`config.mk`:
```
export PLATFORM = sky130hd
export DESIGN_NAME = fssp_top
export DESIGN_NICKNAME = d
export VERILOG_FILES = /design/src/fssp_pkg.sv /design/src/fssp_okline.sv /design/src/fssp_top.sv
export SDC_FILE = /design/constraint.sdc
export NUM_CORES = 1
export LEC_CHECK = 0
export BUFFER_PORTS_ARGS = -buffer_cell sky130_fd_sc_hd__buf_4
export CORE_ASPECT_RATIO = 1.2
export CORE_MARGIN = 5
export CORE_UTILIZATION = 50
export DETAILED_ROUTE_END_ITERATION = 10
export PLACE_DENSITY = 0.69
export SYNTH_ARGS = -nofsm -noshare
export SYNTH_HDL_FRONTEND = slang
export SYNTH_SLANG_ARGS = --single-unit
```
`constraint.sdc`:
```
create_clock -name clk -period 7.3 [get_ports clk]
set_clock_uncertainty 0.05 [all_clocks]
set_input_delay 1.46 -clock clk [delete_from_list [all_inputs] [get_ports clk]]
set_output_delay 1.46 -clock clk [all_outputs]
set_load 0.05 [all_outputs]
```
`src/fssp_pkg.sv`:
```
// constants, types and register map of the fault shutdown and status block
// Summary of operation
// (RULE1) sequenced style ramps the output down at the programmed ramp-down rate
// (RULE2) critical style switches both high-side and low-side switches off at once
// (RULE3) emergency style turns high-side off and low-side on in the same cycle
// (RULE4) over-temperature, under- and over-voltage each hold their own turn-off style
// (RULE5) 8-bit flags register at 0x16: bits 7,6 read-only, bits 5..0 fault flags
// (RULE6) the power manager reads the flags register when status monitoring is on
// (RULE7) a fault with propagation enabled pulls the shared fault line low
// (RULE8) a fault line pulled low by another starts our turn-off in the same style
// (RULE9) the style is encoded at the falling edge and decoded there by receivers; the decoder here decides when the line rises again or after PULSE_MAX cycles
// (RULE10) the power manager serves groups of 4, 8, 16 or 32 converters per line
// (RULE11) the fault line is driven only if the fault's spread enable bit is set
// (RULE12) a fault flag reads 0 while or after its fault occurs; 1 means no fault
// (RULE13) sequenced, critical and emergency use distinct low-pulse lengths on the line
package fssp_pkg;
   // ***************************************
   // register map
   // ***************************************
   localparam logic [7:0] ADDR_FLAGS = 8'h16;
   localparam logic [7:0] ADDR_SPREAD = 8'h17;
   localparam logic [7:0] ADDR_STYLE = 8'h18;
   localparam logic [7:0] ADDR_RATE = 8'h19;
   localparam logic [7:0] ADDR_CTRL = 8'h1A;
   localparam logic [7:0] ADDR_IRQ_ST = 8'h1B;
   localparam logic [7:0] ADDR_IRQ_CLR = 8'h1C;
   localparam logic [7:0] ADDR_IRQ_EN = 8'h1D;
   localparam logic [7:0] ADDR_VSET = 8'h1E;
   // ***************************************
   // field positions and reset values
   // ***************************************
   localparam int FLG_HEATW = 7;
   localparam int FLG_PGOOD = 6;
   localparam int EVT_HEAT = 4;
   localparam int EVT_LOW = 2;
   localparam int EVT_HIGH = 1;
   localparam int CTRL_RESTART = 0;
   localparam logic [5:0] FLAGS_RST = 6'h3F;
   localparam logic [1:0] RO_RST = 2'h2;
   localparam logic [5:0] SPREAD_RST = 6'h3F;
   localparam logic [5:0] STYLE_RST = 6'h35;
   localparam logic [7:0] RATE_RST = 8'h0F;
   localparam logic [7:0] VSET_RST = 8'h80;
   localparam int IRQ_W = 3;
   localparam int IRQ_LOCAL = 0;
   localparam int IRQ_REMOTE = 1;
   localparam int IRQ_DONE = 2;
   // ***************************************
   // fault line pulse lengths in clock cycles
   // ***************************************
   localparam logic [4:0] PULSE_SEQ = 5'h04;
   localparam logic [4:0] PULSE_CRIT = 5'h08;
   localparam logic [4:0] PULSE_EMER = 5'h0C;
   localparam logic [4:0] THR_SEQ = 5'h06;
   localparam logic [4:0] THR_CRIT = 5'h0A;
   localparam logic [4:0] PULSE_MAX = 5'h10;
   localparam logic [4:0] GAP_LEN = 5'h04;
   // ***************************************
   // types
   // ***************************************
   typedef enum logic [1:0] {
      FSSP_NONE = 2'b00,
      FSSP_SEQ = 2'b01,
      FSSP_CRIT = 2'b10,
      FSSP_EMER = 2'b11
   } fssp_style_t;
   typedef enum logic [2:0] {
      FSSP_RUN = 3'b000,
      FSSP_RAMP = 3'b001,
      FSSP_CUT = 3'b010,
      FSSP_CLAMP = 3'b011,
      FSSP_DOWN = 3'b100
   } fssp_state_t;
   typedef enum logic [1:0] {
      FSSP_TX_IDLE = 2'b00,
      FSSP_TX_PULSE = 2'b01,
      FSSP_TX_GAP = 2'b10,
      FSSP_TX_HOLD = 2'b11
   } fssp_tx_t;
   // follow, heat, current, low, high, phase: same order as flag bits 5..0
   typedef struct packed {
      logic follow;
      logic heat;
      logic curr;
      logic low;
      logic high;
      logic phase;
   } fssp_evt_t;
   typedef struct packed {
      logic [7:0] addr;
      logic [7:0] wdata;
      logic wr;
      logic rd;
   } fssp_bus_t;
endpackage

```
`src/fssp_okline.sv`:
```
// fault line encoder and decoder
`timescale 1ns/10ps
module fssp_okline (
   input wire logic clk,
   input wire logic nrst,
   input wire logic tx_start,
   input wire fssp_pkg::fssp_style_t tx_style,
   input wire logic tx_hold,
   input wire logic line_in,
   output logic drive_q,
   output logic rx_pulse_q,
   output fssp_pkg::fssp_style_t rx_style_q
);
   fssp_pkg::fssp_tx_t tx_q;
   logic [4:0] tx_cnt_q;
   logic [4:0] tx_len;
   logic line_prev_q;
   logic [4:0] rx_cnt_q;
   logic rx_busy_q;

   always_comb begin
      unique case (tx_style)
         fssp_pkg::FSSP_SEQ: tx_len = fssp_pkg::PULSE_SEQ;
         fssp_pkg::FSSP_EMER: tx_len = fssp_pkg::PULSE_EMER;
         default: tx_len = fssp_pkg::PULSE_CRIT;
      endcase
   end

   // ***************************************
   // encoder: style pulse, short release, then held low
   // ***************************************
   always_ff @(posedge clk) begin
      if (!nrst) begin
         tx_q <= fssp_pkg::FSSP_TX_IDLE;
         tx_cnt_q <= 5'h00;
         drive_q <= 1'b0;
      end else begin
         unique case (tx_q)
            fssp_pkg::FSSP_TX_IDLE: begin
               if (tx_start) begin // RULE9
                  tx_q <= fssp_pkg::FSSP_TX_PULSE;
                  tx_cnt_q <= tx_len - 5'h01; // RULE13
                  drive_q <= 1'b1;
               end
            end
            fssp_pkg::FSSP_TX_PULSE: begin
               if (tx_cnt_q == 5'h00) begin
                  tx_q <= fssp_pkg::FSSP_TX_GAP;
                  tx_cnt_q <= fssp_pkg::GAP_LEN - 5'h01;
                  drive_q <= 1'b0;
               end else begin
                  tx_cnt_q <= tx_cnt_q - 5'h01;
               end
            end
            fssp_pkg::FSSP_TX_GAP: begin
               if (tx_cnt_q == 5'h00) begin
                  tx_q <= tx_hold ? fssp_pkg::FSSP_TX_HOLD : fssp_pkg::FSSP_TX_IDLE;
                  drive_q <= tx_hold;
               end else begin
                  tx_cnt_q <= tx_cnt_q - 5'h01;
               end
            end
            fssp_pkg::FSSP_TX_HOLD: begin
               if (!tx_hold) begin
                  tx_q <= fssp_pkg::FSSP_TX_IDLE;
                  drive_q <= 1'b0;
               end
            end
         endcase
      end
   end

   // ***************************************
   // decoder: length of the first low pulse names the style
   // ***************************************
   // a line stuck low past the longest pulse is taken as critical
   always_ff @(posedge clk) begin
      if (!nrst) begin
         line_prev_q <= 1'b1;
         rx_cnt_q <= 5'h00;
         rx_busy_q <= 1'b0;
         rx_pulse_q <= 1'b0;
         rx_style_q <= fssp_pkg::FSSP_NONE;
      end else begin
         line_prev_q <= line_in;
         rx_pulse_q <= 1'b0;
         if (line_prev_q && !line_in && !drive_q && tx_q == fssp_pkg::FSSP_TX_IDLE) begin
            rx_busy_q <= 1'b1; // RULE9
            rx_cnt_q <= 5'h01;
         end else if (rx_busy_q) begin
            if (line_in) begin
               rx_busy_q <= 1'b0;
               rx_pulse_q <= 1'b1;
               if (rx_cnt_q < fssp_pkg::THR_SEQ) begin // RULE13
                  rx_style_q <= fssp_pkg::FSSP_SEQ;
               end else if (rx_cnt_q < fssp_pkg::THR_CRIT) begin
                  rx_style_q <= fssp_pkg::FSSP_CRIT;
               end else begin
                  rx_style_q <= fssp_pkg::FSSP_EMER;
               end
            end else if (rx_cnt_q == fssp_pkg::PULSE_MAX) begin
               rx_busy_q <= 1'b0;
               rx_pulse_q <= 1'b1;
               rx_style_q <= fssp_pkg::FSSP_CRIT;
            end else begin
               rx_cnt_q <= rx_cnt_q + 5'h01;
            end
         end
      end
   end

   a_seq_pulse_len: assert property (@(posedge clk) disable iff (!nrst)
      tx_q == fssp_pkg::FSSP_TX_IDLE && tx_start && tx_style == fssp_pkg::FSSP_SEQ
      |=> drive_q [*4] ##1 !drive_q) // RULE13
      else $error("sequenced pulse is not four cycles");
   a_emer_decode: assert property (@(posedge clk) disable iff (!nrst)
      rx_busy_q && line_in && rx_cnt_q >= fssp_pkg::THR_CRIT
      |=> rx_pulse_q && rx_style_q == fssp_pkg::FSSP_EMER) // RULE9
      else $error("long pulse not decoded as emergency");
endmodule

```
`src/fssp_top.sv`:
```
// fault shutdown, status flags and fault line propagation of a load converter
//
// Our own choice: strobed register access.
`timescale 1ns/10ps
module fssp_top (
   input wire logic clk,
   input wire logic nrst,
   input wire fssp_pkg::fssp_bus_t bus,
   output logic [7:0] rdata_q,
   input wire fssp_pkg::fssp_evt_t evt,
   input wire logic heat_warn,
   input wire logic power_good,
   input wire logic ok_i,
   output logic ok_o,
   output logic ok_oe,
   output logic hs_en_q,
   output logic ls_en_q,
   output logic ls_force_q,
   output logic [7:0] vout_cmd_q,
   output logic irq_q
);
   localparam int IRQ_W_L = fssp_pkg::IRQ_W;
   logic [5:0] flags_q;
   logic [1:0] ro_q;
   logic [5:0] spread_q;
   logic [5:0] style_cfg_q;
   logic [7:0] rate_q;
   logic [7:0] vset_q;
   logic [IRQ_W_L-1:0] irq_st_q;
   logic [IRQ_W_L-1:0] irq_en_q;
   fssp_pkg::fssp_state_t state_q;
   fssp_pkg::fssp_style_t style_q;
   logic [7:0] rate_cnt_q;
   logic [5:0] evt_prev_q;
   logic [5:0] evt_v;
   logic [5:0] evt_rise;
   logic own_trig;
   fssp_pkg::fssp_style_t own_style;
   logic remote_trig;
   logic tx_start;
   logic tx_hold;
   logic drive;
   logic rx_pulse;
   fssp_pkg::fssp_style_t rx_style;
   logic restart;
   logic trig;
   fssp_pkg::fssp_style_t trig_style;
   logic [IRQ_W_L-1:0] irq_set;

   // style per event: three configurable, the rest always critical
   function automatic fssp_pkg::fssp_style_t style_of(input int idx, input logic [5:0] cfg);
      fssp_pkg::fssp_style_t s;
      s = fssp_pkg::FSSP_CRIT;
      if (idx == fssp_pkg::EVT_HEAT) s = fssp_pkg::fssp_style_t'(cfg[1:0]);
      if (idx == fssp_pkg::EVT_LOW) s = fssp_pkg::fssp_style_t'(cfg[3:2]);
      if (idx == fssp_pkg::EVT_HIGH) s = fssp_pkg::fssp_style_t'(cfg[5:4]);
      if (s == fssp_pkg::FSSP_NONE) s = fssp_pkg::FSSP_CRIT;
      return s;
   endfunction

   // the harsher of two styles; encodings grow with severity
   function automatic fssp_pkg::fssp_style_t harsher(input fssp_pkg::fssp_style_t a,
                                                      input fssp_pkg::fssp_style_t b);
      return (a > b) ? a : b;
   endfunction

   // ***************************************
   // event detection and style choice
   // ***************************************
   assign evt_v = evt;
   assign evt_rise = evt_v & ~evt_prev_q;

   always_comb begin
      own_style = fssp_pkg::FSSP_NONE;
      for (int i = 0; i < 6; i++) begin
         if (evt_rise[i]) begin
            own_style = harsher(own_style, style_of(i, style_cfg_q)); // RULE4
         end
      end
   end

   assign own_trig = |evt_rise;
   assign remote_trig = rx_pulse && !drive; // RULE8
   assign trig = own_trig || remote_trig;
   assign trig_style = own_trig ? own_style : rx_style;
   assign restart = bus.wr && bus.addr == fssp_pkg::ADDR_CTRL
                    && bus.wdata[fssp_pkg::CTRL_RESTART] && evt_v == 6'h00 && ok_i;

   always_ff @(posedge clk) begin
      if (!nrst) begin
         evt_prev_q <= 6'h00;
      end else begin
         evt_prev_q <= evt_v;
      end
   end

   // ***************************************
   // fault line propagation
   // ***************************************
   assign tx_start = |(evt_rise & spread_q); // RULE7 RULE11
   assign tx_hold = state_q != fssp_pkg::FSSP_RUN;
   assign ok_o = 1'b0;
   assign ok_oe = drive;

   fssp_okline u_okline (
      .clk(clk),
      .nrst(nrst),
      .tx_start(tx_start),
      .tx_style(own_style),
      .tx_hold(tx_hold),
      .line_in(ok_i),
      .drive_q(drive),
      .rx_pulse_q(rx_pulse),
      .rx_style_q(rx_style)
   );

   // ***************************************
   // shutdown state machine
   // ***************************************
   // a sequenced ramp may still be cut short by a harsher style
   always_ff @(posedge clk) begin
      if (!nrst) begin
         state_q <= fssp_pkg::FSSP_RUN;
         style_q <= fssp_pkg::FSSP_NONE;
         hs_en_q <= 1'b1;
         ls_en_q <= 1'b1;
         ls_force_q <= 1'b0;
      end else if (trig && (state_q == fssp_pkg::FSSP_RUN
                   || (state_q == fssp_pkg::FSSP_RAMP && trig_style != fssp_pkg::FSSP_SEQ))) begin
         style_q <= trig_style; // RULE4 RULE8
         unique case (trig_style)
            fssp_pkg::FSSP_SEQ: begin
               state_q <= fssp_pkg::FSSP_RAMP; // RULE1
            end
            fssp_pkg::FSSP_EMER: begin
               state_q <= fssp_pkg::FSSP_CLAMP;
               hs_en_q <= 1'b0; // RULE3
               ls_en_q <= 1'b1;
               ls_force_q <= 1'b1;
            end
            default: begin
               state_q <= fssp_pkg::FSSP_CUT;
               hs_en_q <= 1'b0; // RULE2
               ls_en_q <= 1'b0;
               ls_force_q <= 1'b0;
            end
         endcase
      end else begin
         unique case (state_q)
            fssp_pkg::FSSP_RAMP: begin
               if (vout_cmd_q == 8'h00) begin
                  state_q <= fssp_pkg::FSSP_DOWN;
                  hs_en_q <= 1'b0;
                  ls_en_q <= 1'b0;
               end
            end
            fssp_pkg::FSSP_CUT, fssp_pkg::FSSP_CLAMP, fssp_pkg::FSSP_DOWN: begin
               if (restart) begin
                  state_q <= fssp_pkg::FSSP_RUN;
                  style_q <= fssp_pkg::FSSP_NONE;
                  hs_en_q <= 1'b1;
                  ls_en_q <= 1'b1;
                  ls_force_q <= 1'b0;
               end
            end
            fssp_pkg::FSSP_RUN: begin
               state_q <= fssp_pkg::FSSP_RUN;
            end
            default: begin
               state_q <= fssp_pkg::FSSP_CUT;
               hs_en_q <= 1'b0;
               ls_en_q <= 1'b0;
               ls_force_q <= 1'b0;
            end
         endcase
      end
   end

   // ***************************************
   // output ramp
   // ***************************************
   // one step every rate_q+1 cycles; rate 0 means one step per cycle
   always_ff @(posedge clk) begin
      if (!nrst) begin
         vout_cmd_q <= fssp_pkg::VSET_RST;
         rate_cnt_q <= 8'h00;
      end else if (state_q == fssp_pkg::FSSP_RUN) begin
         vout_cmd_q <= vset_q;
         rate_cnt_q <= 8'h00;
      end else if (state_q == fssp_pkg::FSSP_RAMP) begin
         if (rate_cnt_q >= rate_q) begin
            rate_cnt_q <= 8'h00;
            if (vout_cmd_q != 8'h00) begin
               vout_cmd_q <= vout_cmd_q - 8'h01; // RULE1
            end
         end else begin
            rate_cnt_q <= rate_cnt_q + 8'h01;
         end
      end else begin
         vout_cmd_q <= 8'h00;
      end
   end

   // ***************************************
   // protection flags
   // ***************************************
   // an active fault wins over a software write of 1
   always_ff @(posedge clk) begin
      if (!nrst) begin
         flags_q <= fssp_pkg::FLAGS_RST;
         ro_q <= fssp_pkg::RO_RST;
      end else begin
         ro_q <= {heat_warn, power_good}; // RULE5
         for (int i = 0; i < 6; i++) begin
            if (evt_v[i]) begin
               flags_q[i] <= 1'b0; // RULE12
            end else if (bus.wr && bus.addr == fssp_pkg::ADDR_FLAGS) begin
               flags_q[i] <= bus.wdata[i]; // RULE5
            end
         end
      end
   end

   // ***************************************
   // configuration registers
   // ***************************************
   always_ff @(posedge clk) begin
      if (!nrst) begin
         spread_q <= fssp_pkg::SPREAD_RST;
         style_cfg_q <= fssp_pkg::STYLE_RST;
         rate_q <= fssp_pkg::RATE_RST;
         vset_q <= fssp_pkg::VSET_RST;
         irq_en_q <= '0;
      end else if (bus.wr) begin
         unique case (bus.addr)
            fssp_pkg::ADDR_SPREAD: spread_q <= bus.wdata[5:0]; // RULE11
            fssp_pkg::ADDR_STYLE: style_cfg_q <= bus.wdata[5:0]; // RULE4
            fssp_pkg::ADDR_RATE: rate_q <= bus.wdata;
            fssp_pkg::ADDR_VSET: vset_q <= bus.wdata;
            fssp_pkg::ADDR_IRQ_EN: irq_en_q <= bus.wdata[IRQ_W_L-1:0];
            default: irq_en_q <= irq_en_q;
         endcase
      end
   end

   // ***************************************
   // interrupts
   // ***************************************
   always_comb begin
      irq_set = '0;
      irq_set[fssp_pkg::IRQ_LOCAL] = own_trig;
      irq_set[fssp_pkg::IRQ_REMOTE] = remote_trig;
      irq_set[fssp_pkg::IRQ_DONE] = state_q == fssp_pkg::FSSP_RAMP && vout_cmd_q == 8'h00;
   end

   // a new event in the clearing cycle stays set
   always_ff @(posedge clk) begin
      if (!nrst) begin
         irq_st_q <= '0;
         irq_q <= 1'b0;
      end else begin
         if (bus.wr && bus.addr == fssp_pkg::ADDR_IRQ_CLR) begin
            irq_st_q <= (irq_st_q & ~bus.wdata[IRQ_W_L-1:0]) | irq_set;
            irq_q <= |(((irq_st_q & ~bus.wdata[IRQ_W_L-1:0]) | irq_set) & irq_en_q);
         end else begin
            irq_st_q <= irq_st_q | irq_set;
            irq_q <= |((irq_st_q | irq_set) & irq_en_q);
         end
      end
   end

   // ***************************************
   // register read port
   // ***************************************
   // unmapped and write-only addresses read as zero
   always_ff @(posedge clk) begin
      if (!nrst) begin
         rdata_q <= 8'h00;
      end else if (bus.rd) begin
         unique case (bus.addr)
            fssp_pkg::ADDR_FLAGS: rdata_q <= {ro_q, flags_q}; // RULE5 RULE6
            fssp_pkg::ADDR_SPREAD: rdata_q <= {2'h0, spread_q};
            fssp_pkg::ADDR_STYLE: rdata_q <= {2'h0, style_cfg_q};
            fssp_pkg::ADDR_RATE: rdata_q <= rate_q;
            fssp_pkg::ADDR_CTRL: rdata_q <= {3'h0, state_q, style_q};
            fssp_pkg::ADDR_IRQ_ST: rdata_q <= {5'h00, irq_st_q};
            fssp_pkg::ADDR_IRQ_EN: rdata_q <= {5'h00, irq_en_q};
            fssp_pkg::ADDR_VSET: rdata_q <= vset_q;
            default: rdata_q <= 8'h00;
         endcase
      end else begin
         rdata_q <= 8'h00;
      end
   end

   // ***************************************
   // assertions
   // ***************************************
   a_seq_enters_ramp: assert property (@(posedge clk) disable iff (!nrst)
      state_q == fssp_pkg::FSSP_RUN && own_trig && own_style == fssp_pkg::FSSP_SEQ
      |=> state_q == fssp_pkg::FSSP_RAMP && hs_en_q) // RULE1
      else $error("sequenced fault did not start a ramp");
   a_ramp_step: assert property (@(posedge clk) disable iff (!nrst)
      state_q == fssp_pkg::FSSP_RAMP && !trig && rate_cnt_q >= rate_q && vout_cmd_q != 8'h00
      |=> vout_cmd_q == $past(vout_cmd_q) - 8'h01) // RULE1
      else $error("ramp step missing");
   a_crit_both_off: assert property (@(posedge clk) disable iff (!nrst)
      state_q == fssp_pkg::FSSP_RUN && own_trig && own_style == fssp_pkg::FSSP_CRIT
      |=> !hs_en_q && !ls_en_q && !ls_force_q) // RULE2
      else $error("critical turn-off left a switch on");
   a_emer_clamp: assert property (@(posedge clk) disable iff (!nrst)
      state_q == fssp_pkg::FSSP_RUN && own_trig && own_style == fssp_pkg::FSSP_EMER
      |=> !hs_en_q && ls_force_q) // RULE3
      else $error("emergency turn-off did not clamp low side");
   a_style_kept: assert property (@(posedge clk) disable iff (!nrst)
      state_q == fssp_pkg::FSSP_RUN && own_trig |=> style_q == $past(own_style)) // RULE4
      else $error("turn-off style not taken from event");
   a_flag_cleared: assert property (@(posedge clk) disable iff (!nrst)
      evt_v[fssp_pkg::EVT_HIGH] |=> !flags_q[fssp_pkg::EVT_HIGH]) // RULE12
      else $error("fault flag not written as 0");
   a_ro_bits: assert property (@(posedge clk) disable iff (!nrst)
      bus.rd && bus.addr == fssp_pkg::ADDR_FLAGS
      |=> rdata_q[fssp_pkg::FLG_PGOOD] == $past(ro_q[0])) // RULE5
      else $error("power good bit misread");
   // the hold after the gap lowers the line again without a new start
   a_spread_gate: assert property (@(posedge clk) disable iff (!nrst)
      $rose(ok_oe) |-> $past(tx_start) || $past(ok_oe, 5)) // RULE11
      else $error("fault line driven without spread enable");
   a_remote_follow: assert property (@(posedge clk) disable iff (!nrst)
      state_q == fssp_pkg::FSSP_RUN && remote_trig && !own_trig
      |=> state_q != fssp_pkg::FSSP_RUN && style_q == $past(rx_style)) // RULE8
      else $error("remote fault not followed");
   a_propagate: assert property (@(posedge clk) disable iff (!nrst)
      tx_start && !ok_oe && state_q == fssp_pkg::FSSP_RUN |=> ok_oe) // RULE7
      else $error("enabled fault did not pull the line");

   c_seq_down: cover property (@(posedge clk) disable iff (!nrst)
      state_q == fssp_pkg::FSSP_RAMP ##1 state_q == fssp_pkg::FSSP_DOWN);
   c_remote: cover property (@(posedge clk) disable iff (!nrst) remote_trig);
   c_restart: cover property (@(posedge clk) disable iff (!nrst)
      state_q == fssp_pkg::FSSP_CLAMP ##1 state_q == fssp_pkg::FSSP_RUN);
endmodule

```
Yosys cells after proc, flatten, opt, wreduce, memory -nomap -nowiden
Index checks and enable logic that the tools add are counted.
{ "word_totals": {"reg_bits": 99, "word_cells": 247, "out_inout_bits": 22, "input_bits": 29} }
{ "classes": {"bitwise": 14, "eq_ne": 36, "n_reduce_logical": 63, "muxes": 89, "add_sub_neg": 5, "n_lt_le_gt_ge": 8} }
{ "ops": {"columns": ["cell", "n"], "rows": [
  ["$eq A8 B5 Y1 const B", 9],
  ["$mux W2", 32],
  ["$pmux W8 S8", 1],
  ["$mux W8", 5],
  ["$mux W1", 35],
  ["$reduce_bool A2 Y1", 10],
  ["$reduce_and A2 Y1", 9],
  ["$mux W5", 3],
  ["$pmux W5 S3", 1],
  ["$reduce_and A3 Y1", 5],
  ["$ne A2 B1 Y1 const B", 7],
  ["$logic_and A1 B1 Y1", 13],
  ["$and A6 B6 Y6", 2],
  ["$mux W3", 4],
  ["$reduce_or A3 Y1", 4],
  ["$reduce_or A6 Y1", 2],
  ["$and A3 B3 Y3", 3],
  ["$ne A3 B3 Y1 const B", 3],
  ["$pmux W3 S3", 1],
  ["$add A8 B1 Y8 const B", 1],
  ["$eq A2 B2 Y1 const B", 4],
  ["$ge A8 B8 Y1", 1],
  ["$logic_not A2 Y1", 4],
  ["$logic_not A8 Y1", 1],
  ["34 further kinds", 55]
]} }

Longest topological paths before layout
{ "logic_depth": {"ltp_word": 28, "depth_mapped": 21, "depth_no_buf": 21} }

Hierarchy
Synthesis repeated with hierarchy kept, for this count alone.
{ "unflattened": {"cells_unflattened": 601, "hier_area_um2": 5212.5} }
{ "by_module_without_submodules": {"columns": ["mod", "seq_area_each_um2", "area_each_um2", "cells_each", "n_inst"], "rows": [
  ["fssp_top", 1621.6, 4257.8, 490, 1],
  ["fssp_okline", 340.3, 954.7, 111, 1]
]} }

Worst setup path before layout
No wires, ideal clock.
{ "synth_timing": {"path_type": "in2reg", "startpoint": "input port evt[0] in the netlist's numbering", "endpoint": "register ls_force_q", "path_slack_ps": 2152, "n_path_buf": 0, "path_stages": 20, "required_time_ps": 7128, "setup_time_ps": 122, "arrival_time_ps": 4976, "cell_sequence": "and2b_1 -> ha_1 -> nand2b_1 -> a21boi_2 -> o22ai_1 -> ha_1 -> nand2b_1 -> a21oi_1 -> mux2_2 -> a31oi_4 -> inv_1 -> ha_1 -> nand2_1 -> o21ai_0 -> and3_1 -> a31o_2 -> a21oi_2 -> o31a_1 -> nor2_1 -> o311a_1"} }
{ "synth_between": {"elab_chain_cells": 24, "word_cells_on_any_way": 35, "cone_classes": "5 x order compare; 6 x eq/ne; 14 x mux; 1 x bitwise; 9 x reduce/logical"} }
{ "synth_lines": {"columns": ["element", "line_no", "rtl"], "rows": [
  ["start: declaration", "fssp_top.sv:10", "input wire fssp_pkg::fssp_evt_t evt,"],
  ["$and A6 B6 Y6", "fssp_top.sv:71", "assign evt_rise = evt_v & ~evt_prev_q;"],
  ["$mux W2", "fssp_top.sv:76", "if (evt_rise[i]) begin"],
  ["$gt A2 B2 Y1", "fssp_top.sv:64", "return (a > b) ? a : b;"],
  ["$mux W2", "fssp_top.sv:64", null],
  ["$mux W2", "fssp_top.sv:76", null],
  ["$gt A2 B2 Y1", "fssp_top.sv:64", null],
  ["$mux W2", "fssp_top.sv:64", null],
  ["$mux W2", "fssp_top.sv:76", null],
  ["[8 not listed]", null, null],
  ["$mux W2", "fssp_top.sv:76", null],
  ["$mux W2", "fssp_top.sv:85", "assign trig_style = own_trig ? own_style : rx_style;"],
  ["$ne A2 B1 Y1", "fssp_top.sv:129", "|| (state_q == fssp_pkg::FSSP_RAMP && trig_style != fssp_pkg::FSSP_SEQ))) begin"],
  ["$logic_and A1 B1 Y1", "fssp_top.sv:129", null],
  ["$logic_or A1 B1 Y1", "fssp_top.sv:129", null],
  ["$logic_and A1 B1 Y1", "fssp_top.sv:128", "end else if (trig && (state_q == fssp_pkg::FSSP_RUN"],
  ["$ne A3 B3 Y1 (no source line), or another cell as far along", null, null],
  ["$reduce_and A3 Y1 (no source line)", null, null],
  ["end signal: assignment", "fssp_top.sv:127", "ls_force_q <= 1'b0;"],
  ["end signal: assignment", "fssp_top.sv:139", "ls_force_q <= 1'b1;"],
  ["end signal: assignment", "fssp_top.sv:145", "ls_force_q <= 1'b0;"],
  ["end: declaration", "fssp_top.sv:18", "output logic ls_force_q,"]
]} }
Parallel ways exist; a longest one is shown, timed or not.
A chain may end at the register's enable or synchronous reset.

Worst setup path in the final report
Ends and elaborated chain as after synthesis.

==> results.ini <==
[power]
pwr_density_cell_mw_per_mm2 = 252
p_int_mw = 0.986
p_leak_nw = 2.44
comb_power_share_pct = 25.5
p_sw_mw = 0.473
ir_drop_mv = 0.183
seqPwrFrac_pct = 42.3
switching_share_pct = 32.4
clkPwrFrac_pct = 32.2

[clock_network]
htree_levels = 3
post_cts_buffers = 0
cts_max_path_buffers = 2
cts_root_buf = clkbuf_16
clk_latency_ps = 350
cts_tree = built
cts_buffers = 9
cts_hold_buffers = 0
path_clk_slew_ps = 60
cts_sinks = 98
ctsResizeCount = 0

[synthesis]
synthDistinctLibCells = 70
synthArstFlopShare_pct = 0
synth.avg_cell_area_um2 = 8.68
ys_warn_count = 0
ys_seq_elements = 98
ys_seq_area_share_pct = 38.9
synthCells = 582
synth_fp_nets = 635
syn_area_mm2 = 0.00505
synth-edff-count = 0
synth_ff_type = dfxtp_1

[worst_setup_path]
required_ps = 7480
ff2ff_path_depth = 20
crit_fanout = 5
start_kind = input port
arrival_ps = 5530
cp-end-kind = register
timing.rr.end = ls_force_q
ff2ff_setup_slack_ps = 2850
path_class = in2reg
rr_startpoint = style_cfg_q[4]

[placement]
place_ws_ps = 1690
placed_cells = 737
globalplace.congestion = 0.916
io_buffers = 49
dp_hpwl_um = 9830

[drt]
finalWirelength_um = 13000
drt-vias-per-instance = 5.86
vias = 4405
drtPass1Iterations = 5
drc = 0
drt.antenna.violating_nets = 0
drt_iter0_markers = 280
drt-wirelength-per-cell_um = 17.3

[timing]
setup_tns_ps = 0
whs_ps = 394
maxSlewHeadroom_pct = 22.4
setup_viol = 0
hold_violations = 0
worstMarginPinSlew_ps = 1160
finalCritPeriodShare_pct = 73.2
fin_crit_ps = 5350
rsz0062_at_grt = no
timing.fmax_ghz = 0.187
setup_ws_ps = 1950
final_max_slew_viol_count = 0

[min_path]
hold_path_end = u_okline.tx_cnt_q[4]
min_from = u_okline.tx_cnt_q[4]
hold_class = reg2reg
min_path_cells = 2

[die]
rows = 40
start_util_pct = 50.7
fp.dieH_um = 120
die_area_mm2 = 0.0122
io_pins = 51
die_x_um = 102
core_mm2 = 0.00996

[grt]
grt_pass1_wl_um = 21500
overflow = 0
grt_max_degree = 51
gr-usage-all-layers_pct = 22.1
antenna_found_initial = 0
grt_pass1_vias = 4296

[layout]
layout.cells.non_filler = 752
n_antenna_cell = 0
final_cell_mix = dfxtp_1 (98), nor2_1 (72), nand2_1 (64)
nNetsFinal = 675
area_growth_syn_to_layout_pct = 14.6
utilization_pct = 58.1
drive_gt1_share_pct = 13.7
final_common_cell = dfxtp_1

[run]
maxCapViolCount = 0

[run_status]
status = finished, final reports clean

sequential cells by signal, indices dropped and copies added, names as in the netlist, 3 cells and up:
name / cells
rate_q: 8
u_okline.rx_cnt_q: 5
flags_q: 6
irq_en_q: 3
state_q: 3
vout_cmd_q: 8
u_okline.tx_cnt_q: 5
spread_q: 6
rate_cnt_q: 8
irq_st_q: 3
vset_q: 8
style_cfg_q: 6
rdata_q: 8
evt_prev_q: 6
critical path: stages:
cell	delay, ps
buf_4	120
and2b_1	210
ha_1	300
nand2b_1	70
a21boi_2	180
o22ai_1	150
ha_1	340
nand2b_1	150
a21oi_1	200
mux2_2	380
a31oi_4	190
inv_1	70
ha_1	290
nand2_1	60
o21ai_0	90
and3_1	210
a31o_2	220
a21oi_2	210
o31a_1	250
nor2_1	60
o311a_1	320
logic make-up (layout without fill, tap and decap cells):
family	Yosys count	after routing	synth area share, %
AOI/OAI and AO/OA	120	120	16.8
and+or+nand+nor	236	236	23.3
xor gates and xnor gates	14	14	2.43
muxes	41	41	8.89
other	1	1	0.0743
buffers and inverters	48	92	3.67
DFF	98	98	38.9
adders and majority gates	24	24	5.95
per-layer routing:
layer	up-vias	track usage [%]	wire length [um]
met2	106	39.7	6960
li1	2150	-	-
met1	2133	25.5	5210
met5	-	0	0
met4	0	7.40	258
met3	16	4.94	603
final cells by class:
type                    count  area [um^2]
fillers                   909         4170
multi-input cells         436         2900
flip-flops and latches     98         1960
repair buffers             50          375
clock buffers              11          233
well taps                 126          158
inverters                  27          101
clock inverters             4         53.8
worst max-delay path by stage:
stage / from / slack [ps] / to / cells past startpoint
CTS: evt[0] / 2030 / ls_force_q / 21
finish: evt[0] / 1950 / ls_force_q / 21
detailed placement: evt[0] / 1690 / ls_force_q / 21
global route: evt[0] / 1740 / ls_force_q / 21
floorplan: evt[0] / 2150 / ls_force_q / 20
global placement: evt[0] / 1830 / ls_force_q / 21
power by group through the flow:
| stage | clock (mW) | sequential (mW) | combinational, mW |
|---|---|---|---|
| floorplan | 0 | 0.650 | 0.244 |
| global placement | 0 | 0.627 | 0.361 |
| detailed placement | 0 | 0.629 | 0.371 |
| CTS | 0.473 | 0.617 | 0.373 |
| global route | 0.499 | 0.624 | 0.413 |
| finish | 0.469 | 0.618 | 0.372 |
Yosys cell counts, types with 4 or more instances:
cell	count	area, um^2
a22oi_1	11	82.6
nor2b_1	7	43.8
o211ai_1	5	37.5
and2_1	12	75.1
a211oi_1	7	52.6
nand2b_1	12	75.1
nand4_1	8	50.1
nand2_1	64	240
a21oi_1	25	125
clkbuf_1	17	63.8
and3_1	4	25.0
mux2i_1	37	370
nor3_1	6	30.0
xor2_1	9	78.8
a221oi_1	4	35.0
o21ai_0	25	125
a21o_1	4	30.0
inv_1	27	101
nand3_1	20	100
nor3b_1	5	37.5
dfxtp_1	98	1960
nor2_1	72	270
xnor2_1	5	43.8
ha_1	24	300
a31oi_1	6	37.5
metrics by stage:
step,power (mW),instance area (um^2)
global placement,0.988,5500
finish,1.46,5790
CTS,1.46,5790
detailed placement,1.00,5500
global route,1.54,5790
floorplan,0.894,5050
(Power assumes the default switching activity.)
